==> src/common/pioreg_cfg.svh <==
/*
 * Offsets, field positions, reset values and timing counts of the PIO
 * read-pointer register pair. Assumes byte addressing on a 32-bit APB.
 */
// How it works
// - Bits 17:16 pick one of four banks
// - Bank select steers PIO accesses, never DMA
// - Bits 15:0 give the incrementing read start
// - Start address used by PIO reads only
// - Bits 31:24 of shaping register: minimum width
// - Bank pointer latched, then incremented per read
// - Edge interrupts spaced by microframes; zero immediate
`ifndef PIOREG_CFG_SVH
`define PIOREG_CFG_SVH
// ***************************
// Register map
// ***************************
`define PIOREG_PTR_OFS 12'h33C
`define PIOREG_IRQ_OFS 12'h340
`define PIOREG_BANK_LSB 16
`define PIOREG_BANK_MSB 17
`define PIOREG_ADDR_MSB 15
`define PIOREG_MINW_LSB 24
`define PIOREG_MINW_MSB 31
`define PIOREG_BANK_RST 2'h0
`define PIOREG_ADDR_RST 16'h0000
`define PIOREG_MINW_RST 8'h00
// ***************************
// Timing
// ***************************
`define PIOREG_PCLK_NS 4
`define PIOREG_UFRAME_NS 125000
`define PIOREG_UFRAME_CYC ((`PIOREG_UFRAME_NS + `PIOREG_PCLK_NS - 1) / `PIOREG_PCLK_NS)
`endif

==> src/common/pioreg_pkg.sv <==
/*
 * Types shared by the PIO read-pointer block.
 * Assumes nothing beyond a SystemVerilog compiler.
 */
`default_nettype none
package pioreg_pkg;
   typedef logic [1:0] pioreg_bank_t;
   typedef logic [15:0] pioreg_addr_t;
   typedef logic [7:0] pioreg_minw_t;
   // Gray coded: only one bit changes on each transition
   typedef enum logic [1:0] {
      PIOREG_IDLE = 2'b00,
      PIOREG_HOLD = 2'b01
   } pioreg_spc_e;
endpackage
`default_nettype wire

==> src/pioreg_bank_ptr.sv <==
/*
 * One bank's read pointer: loads a start address, steps on each read.
 * Assumes load and step are one-cycle strobes on pclk.
 */
`default_nettype none
`include "pioreg_cfg.svh"
module pioreg_bank_ptr (
   // Clock, reset, enable
   input wire logic pclk,
   input wire logic presetn,
   input wire logic ce,
   // Control
   input wire logic load,
   input wire pioreg_pkg::pioreg_addr_t load_val,
   input wire logic step,
   // State
   output pioreg_pkg::pioreg_addr_t ptr_ff
);
   import pioreg_pkg::*;
   pioreg_addr_t nxt_ptr;

   always_comb begin
      nxt_ptr = ptr_ff;
      // A new address wins over a read in the same cycle
      if (load) begin
         nxt_ptr = load_val;
      end else if (step) begin
         nxt_ptr = ptr_ff + 16'h0001;
      end
   end

   always_ff @(posedge pclk or negedge presetn) begin
      if (!presetn) begin
         ptr_ff <= `PIOREG_ADDR_RST;
      end else if (ce) begin
         ptr_ff <= nxt_ptr;
      end
   end
endmodule
`default_nettype wire

==> src/pioreg_top.sv <==
/*
 * PIO read-pointer and edge-interrupt shaping registers behind APB.
 * Assumes PIO strobes and interrupt events come from logic on pclk.
 */
// Decided for this implementation: register access over APB.
`default_nettype none
`include "pioreg_cfg.svh"
module pioreg_top #(
   parameter int ADDR_W = 12,
   parameter int NBANK = 4,
   parameter int UF_CYC = `PIOREG_UFRAME_CYC
) (
   // Clock, reset, enable
   input wire logic pclk,
   input wire logic presetn,
   input wire logic ce,
   // APB slave
   input wire logic psel,
   input wire logic penable,
   input wire logic pwrite,
   input wire logic [ADDR_W-1:0] paddr,
   input wire logic [31:0] pwdata,
   input wire logic [3:0] pstrb,
   output logic [31:0] prdata_ff,
   output logic pready_ff,
   output logic pslverr_ff,
   // PIO memory access
   input wire logic pio_rd_req,
   input wire logic pio_wr_req,
   output pioreg_pkg::pioreg_bank_t pio_bank_ff,
   output pioreg_pkg::pioreg_addr_t pio_rd_addr_ff,
   output logic pio_rd_vld_ff,
   // Interrupts
   input wire logic irq_event,
   input wire logic irq_level,
   output logic irq_edge_ff,
   output logic irq_level_ff
);
   import pioreg_pkg::*;

   // ***************************
   // APB decode
   // ***************************
   pioreg_bank_t bank_sel_ff, nxt_bank_sel;
   pioreg_minw_t minw_ff, nxt_minw;
   logic [31:0] nxt_prdata;
   logic nxt_pready, nxt_pslverr;
   logic hit_ptr, hit_irq, take_wr;
   logic [31:0] ptr_val, irq_val, wmerge;
   pioreg_addr_t ptr_q [NBANK];
   logic [NBANK-1:0] load_v, step_v;

   function automatic logic [31:0] merge(input logic [31:0] old, input logic [31:0] nw, input logic [3:0] st);
      logic [31:0] r;
      r = old;
      for (int i = 0; i < 4; i++) begin
         if (st[i]) begin
            r[i*8 +: 8] = nw[i*8 +: 8];
         end
      end
      return r;
   endfunction

   assign hit_ptr = (paddr == `PIOREG_PTR_OFS);
   assign hit_irq = (paddr == `PIOREG_IRQ_OFS);
   // Reserved bits read back as zero; the minimum-width field lives in the shaping register
   assign ptr_val = {14'h0000, bank_sel_ff, ptr_q[bank_sel_ff]};
   assign irq_val = {minw_ff, 24'h000000};
   // Commit at the edge where pready is seen high
   assign take_wr = psel && penable && pready_ff && pwrite;
   assign wmerge = merge(hit_ptr ? ptr_val : irq_val, pwdata, pstrb);

   always_comb begin
      nxt_pready = psel && penable && !pready_ff;
      nxt_pslverr = psel && penable && !pready_ff && !(hit_ptr || hit_irq);
      nxt_prdata = 32'h00000000;
      if (psel && penable && !pready_ff && !pwrite) begin
         if (hit_ptr) begin
            nxt_prdata = ptr_val;
         end else if (hit_irq) begin
            nxt_prdata = irq_val;
         end
      end
      nxt_bank_sel = bank_sel_ff;
      nxt_minw = minw_ff;
      load_v = '0;
      if (take_wr && hit_ptr) begin
         nxt_bank_sel = wmerge[`PIOREG_BANK_MSB:`PIOREG_BANK_LSB];
         // Only address lanes touched reload the pointer
         if (pstrb[1:0] != 2'b00) begin
            load_v[wmerge[`PIOREG_BANK_MSB:`PIOREG_BANK_LSB]] = 1'b1;
         end
      end else if (take_wr && hit_irq) begin
         nxt_minw = wmerge[`PIOREG_MINW_MSB:`PIOREG_MINW_LSB];
      end
   end

   always_ff @(posedge pclk or negedge presetn) begin
      if (!presetn) begin
         prdata_ff <= 32'h00000000;
         pready_ff <= 1'b0;
         pslverr_ff <= 1'b0;
         bank_sel_ff <= `PIOREG_BANK_RST;
         minw_ff <= `PIOREG_MINW_RST;
      end else if (ce) begin
         prdata_ff <= nxt_prdata;
         pready_ff <= nxt_pready;
         pslverr_ff <= nxt_pslverr;
         bank_sel_ff <= nxt_bank_sel;
         minw_ff <= nxt_minw;
      end
   end

   // ***************************
   // Bank pointers
   // ***************************
   pioreg_bank_t nxt_pio_bank;
   pioreg_addr_t nxt_rd_addr;
   logic nxt_rd_vld;

   for (genvar b = 0; b < NBANK; b++) begin : g_bank
      assign step_v[b] = pio_rd_req && (bank_sel_ff == pioreg_bank_t'(b));
      pioreg_bank_ptr u_ptr (
         .pclk(pclk),
         .presetn(presetn),
         .ce(ce),
         .load(load_v[b]),
         .load_val(wmerge[`PIOREG_ADDR_MSB:0]),
         .step(step_v[b]),
         .ptr_ff(ptr_q[b])
      );
   end

   always_comb begin
      nxt_pio_bank = pio_bank_ff;
      nxt_rd_addr = pio_rd_addr_ff;
      nxt_rd_vld = 1'b0;
      // DMA has no path in here, so the selector cannot steer it
      if (pio_rd_req || pio_wr_req) begin
         nxt_pio_bank = bank_sel_ff;
      end
      if (pio_rd_req) begin
         nxt_rd_addr = ptr_q[bank_sel_ff];
         nxt_rd_vld = 1'b1;
      end
   end

   always_ff @(posedge pclk or negedge presetn) begin
      if (!presetn) begin
         pio_bank_ff <= `PIOREG_BANK_RST;
         pio_rd_addr_ff <= `PIOREG_ADDR_RST;
         pio_rd_vld_ff <= 1'b0;
      end else if (ce) begin
         pio_bank_ff <= nxt_pio_bank;
         pio_rd_addr_ff <= nxt_rd_addr;
         pio_rd_vld_ff <= nxt_rd_vld;
      end
   end

   // ***************************
   // Edge interrupt spacing
   // ***************************
   pioreg_spc_e spc_ff, nxt_spc;
   logic [$clog2(UF_CYC+1)-1:0] tick_ff, nxt_tick;
   pioreg_minw_t left_ff, nxt_left;
   logic pend_ff, nxt_pend, nxt_irq_edge, fire;

   always_comb begin
      nxt_spc = spc_ff;
      nxt_tick = tick_ff;
      nxt_left = left_ff;
      nxt_irq_edge = 1'b0;
      // A held-off event stays pending until the gap has passed
      nxt_pend = pend_ff || irq_event;
      fire = 1'b0;
      case (spc_ff)
         PIOREG_IDLE: begin
            if (irq_event || pend_ff) begin
               fire = 1'b1;
            end
         end
         PIOREG_HOLD: begin
            if (tick_ff == ($bits(tick_ff))'(UF_CYC - 1)) begin
               nxt_tick = '0;
               nxt_left = left_ff - 8'h01;
               if (left_ff == 8'h01) begin
                  nxt_spc = PIOREG_IDLE;
               end
            end else begin
               nxt_tick = tick_ff + 1'b1;
            end
         end
         default: nxt_spc = PIOREG_IDLE;
      endcase
      if (fire) begin
         nxt_irq_edge = 1'b1;
         nxt_pend = 1'b0;
         nxt_tick = '0;
         nxt_left = minw_ff;
         if (minw_ff != 8'h00) begin
            nxt_spc = PIOREG_HOLD;
         end
      end
   end

   always_ff @(posedge pclk or negedge presetn) begin
      if (!presetn) begin
         spc_ff <= PIOREG_IDLE;
         tick_ff <= '0;
         left_ff <= 8'h00;
         pend_ff <= 1'b0;
         irq_edge_ff <= 1'b0;
         irq_level_ff <= 1'b0;
      end else if (ce) begin
         spc_ff <= nxt_spc;
         tick_ff <= nxt_tick;
         left_ff <= nxt_left;
         pend_ff <= nxt_pend;
         irq_edge_ff <= nxt_irq_edge;
         irq_level_ff <= irq_level;
      end
   end
endmodule
`default_nettype wire

==> config.mk <==
export PLATFORM = sky130hd
export DESIGN_NAME = pioreg_top
export DESIGN_NICKNAME = d
export VERILOG_FILES = /design/src/common/pioreg_pkg.sv /design/src/pioreg_bank_ptr.sv /design/src/pioreg_top.sv
export VERILOG_INCLUDE_DIRS = /design/src /design/src/common
export SDC_FILE = /design/constraint.sdc
export NUM_CORES = 1
export LEC_CHECK = 0
export BUFFER_PORTS_ARGS = -buffer_cell sky130_fd_sc_hd__buf_4
export CAP_MARGIN = 20
export CORE_MARGIN = 3
export CORE_UTILIZATION = 29
export CTS_BUF_LIST = sky130_fd_sc_hd__clkbuf_4
export CTS_CLUSTER_SIZE = 14
export DETAILED_ROUTE_END_ITERATION = 8
export GPL_ROUTABILITY_DRIVEN = 0
export PLACE_DENSITY = 0.45
export SLEW_MARGIN = 5
export SYNTH_ARGS = -nofsm -noshare
export SYNTH_HDL_FRONTEND = slang
export SYNTH_SLANG_ARGS = --single-unit
==> constraint.sdc <==
create_clock -name pclk -period 3.13 [get_ports pclk]
set_clock_uncertainty 0.1 [all_clocks]
set_input_delay 0.4695 -clock pclk [delete_from_list [all_inputs] [get_ports pclk]]
set_output_delay 0.4695 -clock pclk [all_outputs]
set_load 0.02 [all_outputs]
=== Word level (Yosys, flattened, before mapping) ===
Cells that the tools add are included.

* Add/subtract/negate cells: 6
* Magnitude comparators: 3
* Equality and inequality tests: 8
* Muxes and demuxes: 39
* Bitwise operators: 2
* Reduce and logical (&&, ||, !) cells: 40

{| class="wikitable"
|+ Operators with widths
! cell !! count
|-
| 2-to-1 mux 16 bit || 10
|-
| 2-to-1 mux 32 bit || 4
|-
| adder 16 x 1 -> 16 bit, second input constant || 4
|-
| 2-to-1 mux 8 bit || 6
|-
| 2-to-1 mux 15 bit || 3
|-
| binary-select mux 16 bit (select 2 bit) || 1
|-
| equality test 12 x 10 -> 1 bit, second input constant || 2
|-
| AND reduction 2 bit || 8
|-
| nonzero test 2 bit || 8
|-
| adder 15 x 1 -> 15 bit, second input constant || 1
|-
| equality test 15 bit, second input constant || 1
|-
| logical AND 1 bit || 13
|-
| 2-to-1 mux 2 bit || 5
|-
| equality test 8 x 1 -> 1 bit, second input constant || 1
|-
| 2-to-1 mux 4 bit || 2
|-
| nonzero test 8 bit || 1
|-
| subtractor 8 x 1 -> 8 bit, second input constant || 1
|-
| 2-to-1 mux 1 bit || 6
|-
| equality test 2 x 1 -> 1 bit, second input constant || 2
|-
| equality test 2 bit, second input constant || 2
|-
| logical NOT 2 bit || 2
|-
| one-hot mux 2 bit (2 select lines) || 1
|-
| AND reduction 4 bit || 1
|-
| >= comparator 3 bit, second input constant || 1
|-
| other kinds (8) || 12
|}

* Register bits after elaboration: 155
* Input bits: 58
* Output and inout bits: 55

=== Longest topological paths before layout ===
* Word-level depth: 14
* Gate-level depth with buffers: 8
* Gate-level depth less buffers: 7

=== Cells and area by module ===
A second synthesis with hierarchy kept.

* Cell total of the unflattened synthesis: 984
* Area, all modules: 9,026.2 µm²

{| class="wikitable"
|+ Modules (own cells, without submodules)
! module !! instances !! cells an instance !! area an instance (µm²)
|-
| pioreg_top || 1 || 468 || 4,586.9
|-
| pioreg_bank_ptr || 4 || 129 || 1,109.8
|}

=== Worst setup path before layout ===
Ideal clock, no wire load.

* Path type: in2reg
* Start point: input paddr[1]
* End point: register g_bank[0].u_ptr.ptr_ff[7]
* Library setup time: 0.123 ns
* Arrival time: 2.312 ns
* Data required time: 2.907 ns
* Slack: 0.595 ns
* Stages on the path: 8
* Path buffers: 3
* Path through: or3_1 buf_2 or4_4 buf_6 nor2_4 nand2_1 buf_2 o221a_1

* Longest elaborated chain between the ends: 11

{| class="wikitable"
|+ RTL lines
! element !! RTL line !! text
|-
| from (decl) || pioreg_top.sv:21 || <nowiki>input wire logic [ADDR_W-1:0] paddr,</nowiki>
|-
| equality test 12 x 10 -> 1 bit (no source line) (*) || n/a ||
|-
| 2-to-1 mux 32 bit || pioreg_top.sv:71 || <nowiki>assign wmerge = merge(hit_ptr ? ptr_val : irq_val, pwdata, pstrb);</nowiki>
|-
| 2-to-1 mux 2 bit || pioreg_top.sv:57 || <nowiki>if (st[i]) begin</nowiki>
|-
| < comparator 2 x 3 -> 1 bit or >= comparator 2 x 1 -> 1 bit (tied branches) || pioreg_top.sv:91 || <nowiki>load_v[wmerge[`PIOREG_BANK_MSB:`PIOREG_BANK_LSB]] = 1'b1;</nowiki>
|-
| logical AND 1 bit || pioreg_top.sv:91 ||
|-
| 2-to-1 mux 1 bit || pioreg_top.sv:91 ||
|-
| demux 1 bit (select 2 bit) || pioreg_top.sv:91 ||
|-
| 2-to-1 mux 4 bit || pioreg_top.sv:90 || <nowiki>if (pstrb[1:0] != 2'b00) begin</nowiki>
|-
| 2-to-1 mux 4 bit || pioreg_top.sv:87 || <nowiki>if (take_wr && hit_ptr) begin</nowiki>
|-
| nonzero test 2 bit (no source line) || n/a ||
|-
| AND reduction 2 bit (no source line) || n/a ||
|-
| to (signal assigned) || pioreg_bank_ptr.sv:34 || <nowiki>ptr_ff <= `PIOREG_ADDR_RST;</nowiki>
|-
| to (signal assigned) || pioreg_bank_ptr.sv:36 || <nowiki>ptr_ff <= nxt_ptr;</nowiki>
|-
| to (decl) || pioreg_bank_ptr.sv:17 || <nowiki>output pioreg_pkg::pioreg_addr_t ptr_ff</nowiki>
|}

Every way passes the cells marked *; elsewhere a longest branch is shown, timed or not. The select of a mux whose other input is x is not followed.
A chain may end at the register's enable or synchronous reset.

=== Worst setup path in the final report ===
* Start point: register bank_sel_ff[1]
* End point: register g_bank[2].u_ptr.ptr_ff[11]

* Longest elaborated chain between the ends: 10

{| class="wikitable"
|+ RTL lines
! element !! RTL line !! text
|-
| from (decl) || pioreg_top.sv:44 || <nowiki>pioreg_bank_t bank_sel_ff, nxt_bank_sel;</nowiki>
|-
| from (signal assigned) || pioreg_top.sv:103 || <nowiki>bank_sel_ff <= `PIOREG_BANK_RST;</nowiki>
|-
| from (signal assigned) || pioreg_top.sv:109 || <nowiki>bank_sel_ff <= nxt_bank_sel;</nowiki>
|-
| 2-to-1 mux 32 bit || pioreg_top.sv:71 ||
|-
| 2-to-1 mux 2 bit || pioreg_top.sv:57 ||
|-
| < comparator 2 x 3 -> 1 bit or >= comparator 2 x 1 -> 1 bit (tied branches) || pioreg_top.sv:91 ||
|-
| logical AND 1 bit || pioreg_top.sv:91 ||
|-
| 2-to-1 mux 1 bit || pioreg_top.sv:91 ||
|-
| demux 1 bit (select 2 bit) || pioreg_top.sv:91 ||
|-
| 2-to-1 mux 4 bit || pioreg_top.sv:90 ||
|-
| 2-to-1 mux 4 bit || pioreg_top.sv:87 ||
|-
| nonzero test 2 bit (no source line) || n/a ||
|-
| AND reduction 2 bit (no source line) || n/a ||
|-
| to (signal assigned) || pioreg_bank_ptr.sv:34 ||
|-
| to (signal assigned) || pioreg_bank_ptr.sv:36 ||
|-
| to (decl) || pioreg_bank_ptr.sv:17 ||
|}

Parallel ways exist; a longest one is shown, timed or not. The select of a mux whose other input is x is not followed.

==> impl_metrics.csv <==
group,metric,value,unit
drt,ant_nets,0,
final_layout,final_area,10200,um2
logic_synthesis,syn_area,8460,um2
logic_synthesis,async_reset_ff_share,100,%
hold_path,hp-start,"pwdata[16]",
die,core_area,28200,um2
critical_path,critPathCaptureType,"flip-flop",
final_layout,fin_nets,1019,
pwr,internal_power,2.65,mW
critical_path,cp-start-kind,"flip-flop",
sta,rsz0062_at_grt,"false",
pwr,clock_power_share,30.1,%
sta,finalHoldViolCount,0,
clock_tree,clk_latency,590,ps
logic_synthesis,yosysSeqAreaShare,44.1,%
clock_tree,cts_sinks,149,
global_routing,grt_max_degree,59,
clock_tree,cts_resized,0,
placement,place_area,9800,um2
drt,drc,0,
drt,vias_per_cell,5.66,
logic_synthesis,ys_ff_latch,149,
sta,max-slew-margin-rel,39.6,%
global_routing,overflow,0,
die,io_pins,113,
critical_path,r2r-start,"bank_sel_ff[1]",
die,die-height,177,um
placement,pre_cts_ws,218,ps
logic_synthesis,synth_cell_types,79,
logic_synthesis,synth-edff-count,0,
sta,worstMarginPinSlew,898,ps
final_layout,drive_gt1_share,25.1,%
clock_tree,cts_buffer_depth,2,
sta,worst_slack,467,ps
placement,hpwl,22.0,mm
logic_synthesis,syn_avg_cell_area,10.2,um2
clock_tree,cts_tree,"built",
clock_tree,cts_root_buf,"clkbuf_4",
die,die_x,177,um
global_routing,grtUsageTotal,19.2,%
pwr,swShare,34.0,%
die,initial_utilization,30.0,%
clock_tree,htreeDepth,4,
pwr,peakVddDrop,229,uV
sta,finalCritPeriodShare,85.1,%
sta,tns,0,ps
pwr,p_sw,1.37,mW
critical_path,crit_arrival,3020,ps
drt,drt_iter0_markers,697,
clock_tree,cts_made_buffers,17,
final_layout,final-instance-count-excl-fill,1346,
pwr,seqPwrFrac,52.9,%
global_routing,grt_pass1_wl,46.0,mm
logic_synthesis,synth_ff_type,"dfrtp_1",
pwr,leakage,4.37,nW
logic_synthesis,synth_top_area_cell,"dfrtp_1",
drt,wl_per_cell,22.0,um
drt,finalWirelength,29.6,mm
run_status,outcome,"finished clean",
logic_synthesis,yosysWarnings,0,
clock_tree,clk_pin_slew,160,ps
logic_synthesis,synth.top_cell.area_share,44.1,%
sta,period_minus_slack,2660,ps
sta,drv_slew,0,
logic_synthesis,synth_area_leaders,"dfrtp_1 44%, mux4_2 4.3%, mux2_2 4.1%",
pwr,p_per_area,396,nW/um2
die,dieArea,31300,um2
drt,vias,7623,
sta,fmax,0.376,GHz
hold_path,hold_class,"in2reg",
sta,finalSetupViolCount,0,
logic_synthesis,synthTopCellsByCount,"149 x dfrtp_1, 61 x nor2_1, 43 x nand2_1",
placement,io_buffers,100,
placement,dp_cells,1302,
global_routing,antenna_found_initial,1,
critical_path,worstPathRequired,3490,ps
final_layout,area_growth,20.1,%
critical_path,worstSetupPathType,"reg2reg",
critical_path,startpoint,"bank_sel_ff[1]",
job,cap_violations,0,
logic_synthesis,syn_inst,833,
die,placementRows,61,
global_routing,grt_pass1_vias,7476,
critical_path,worst-path-max-fanout,14,
drt,first_pass_iters,6,
logic_synthesis,yosysMostFrequentCell,"dfrtp_1",
pwr,p_comb_share,16.9,%
==> critical path, stage by stage, from the launching register on <==
cell and delay (ps):
dfrtp_1 700, nand4b_1 450, nor3_1 760, o311ai_1 250
o311ai_1 150, o221ai_1 150
==> cells in the final DEF (no fill, tap or decap), types with 26 or more instances in the layout <==
master	Yosys	final
a21oi_1	34	34
a22o_1	36	36
and3_1	26	26
buf_4	9	131
dfrtp_1	149	149
mux2_2	31	31
nand2_1	43	43
nand3_1	33	33
nor2_1	61	61
nor3_1	28	27
o21ai_0	27	27
==> per-stage QoR <==
step | util, % | total power, mW | hold WS [ps]
finish | 36.0 | 4.02 | 72.3
global route | 36.0 | 4.22 | 42.9
CTS | 36.0 | 4.06 | 23.6
detailed placement | 34.7 | 2.84 | 376
global placement | 34.7 | 2.83 | 373
floorplan | - | 2.51 | 73.9
==> power by group through the flow <==
stage	registers (mW)	logic (mW)	clock network, mW
after floorplan	2.18	0.336	0
after global placement	2.16	0.674	0
after detailed placement	2.16	0.675	0
after CTS	2.13	0.687	1.25
after global routing	2.14	0.742	1.34
final	2.13	0.680	1.21
==> timing repair <==
action	4_1_cts	5_1_grt
hold buffers	10	0
endpoints found under the hold margin	65	0
buffers inserted	0	0
==> layout make-up <==
cell class / count / area, um2
Multi-Input combinational cell: 619 / 4440
Inverter: 19 / 71.3
Clock inverter: 14 / 119
Sequential cell: 149 / 3730
Fill cell: 2916 / 18100
Tap cell: 378 / 473
Clock buffer: 18 / 135
Antenna cell: 2 / 5.00
Timing Repair Buffer: 147 / 1190
==> state kept, by name, indices dropped and copies added, names as in the netlist, 2 cells and up <==
name,count
left_ff,8
spc_ff,2
g_bank.u_ptr.ptr_ff,64
pio_rd_addr_ff,16
prdata_ff,26
tick_ff,15
bank_sel_ff,2
pio_bank_ff,2
minw_ff,8
==> worst paths after layout <==
path / end / slack [ps] / depth (start not counted)
max in group asynchronous: g_bank[2].u_ptr.ptr_ff[4] / 1910 / 3
hold reg to reg: pslverr_ff / 410 / 1
setup reg to reg: g_bank[2].u_ptr.ptr_ff[11] / 470 / 5
min in group asynchronous: prdata_ff[9] / 300 / 2
hold / removal: bank_sel_ff[0] / 70 / 2
setup / recovery: g_bank[2].u_ptr.ptr_ff[11] / 470 / 5
==> routing by layer <==
layer | GRT usage, % | wire length (um)
met1 | 26.5 | 13400
met2 | 31.0 | 13900
met3 | 3.07 | 1620
met4 | 5.56 | 635
met5 | 0 | 0
==> cell families (layout without fill, tap and decap cells) <==
logic type	Yosys count	after routing	share of synthesized area, %
xor gates and xnor gates	9	9	0.932
DFF	149	149	44.1
other	1	8	0.0443
adders and majority gates	8	8	1.18
buffers and inverters	70	198	3.84
muxes	49	49	8.62
AOI/OAI and AO/OA	238	238	20.6
and+or+nand+nor	309	309	20.7
Power figures use the tool's default switching activity.
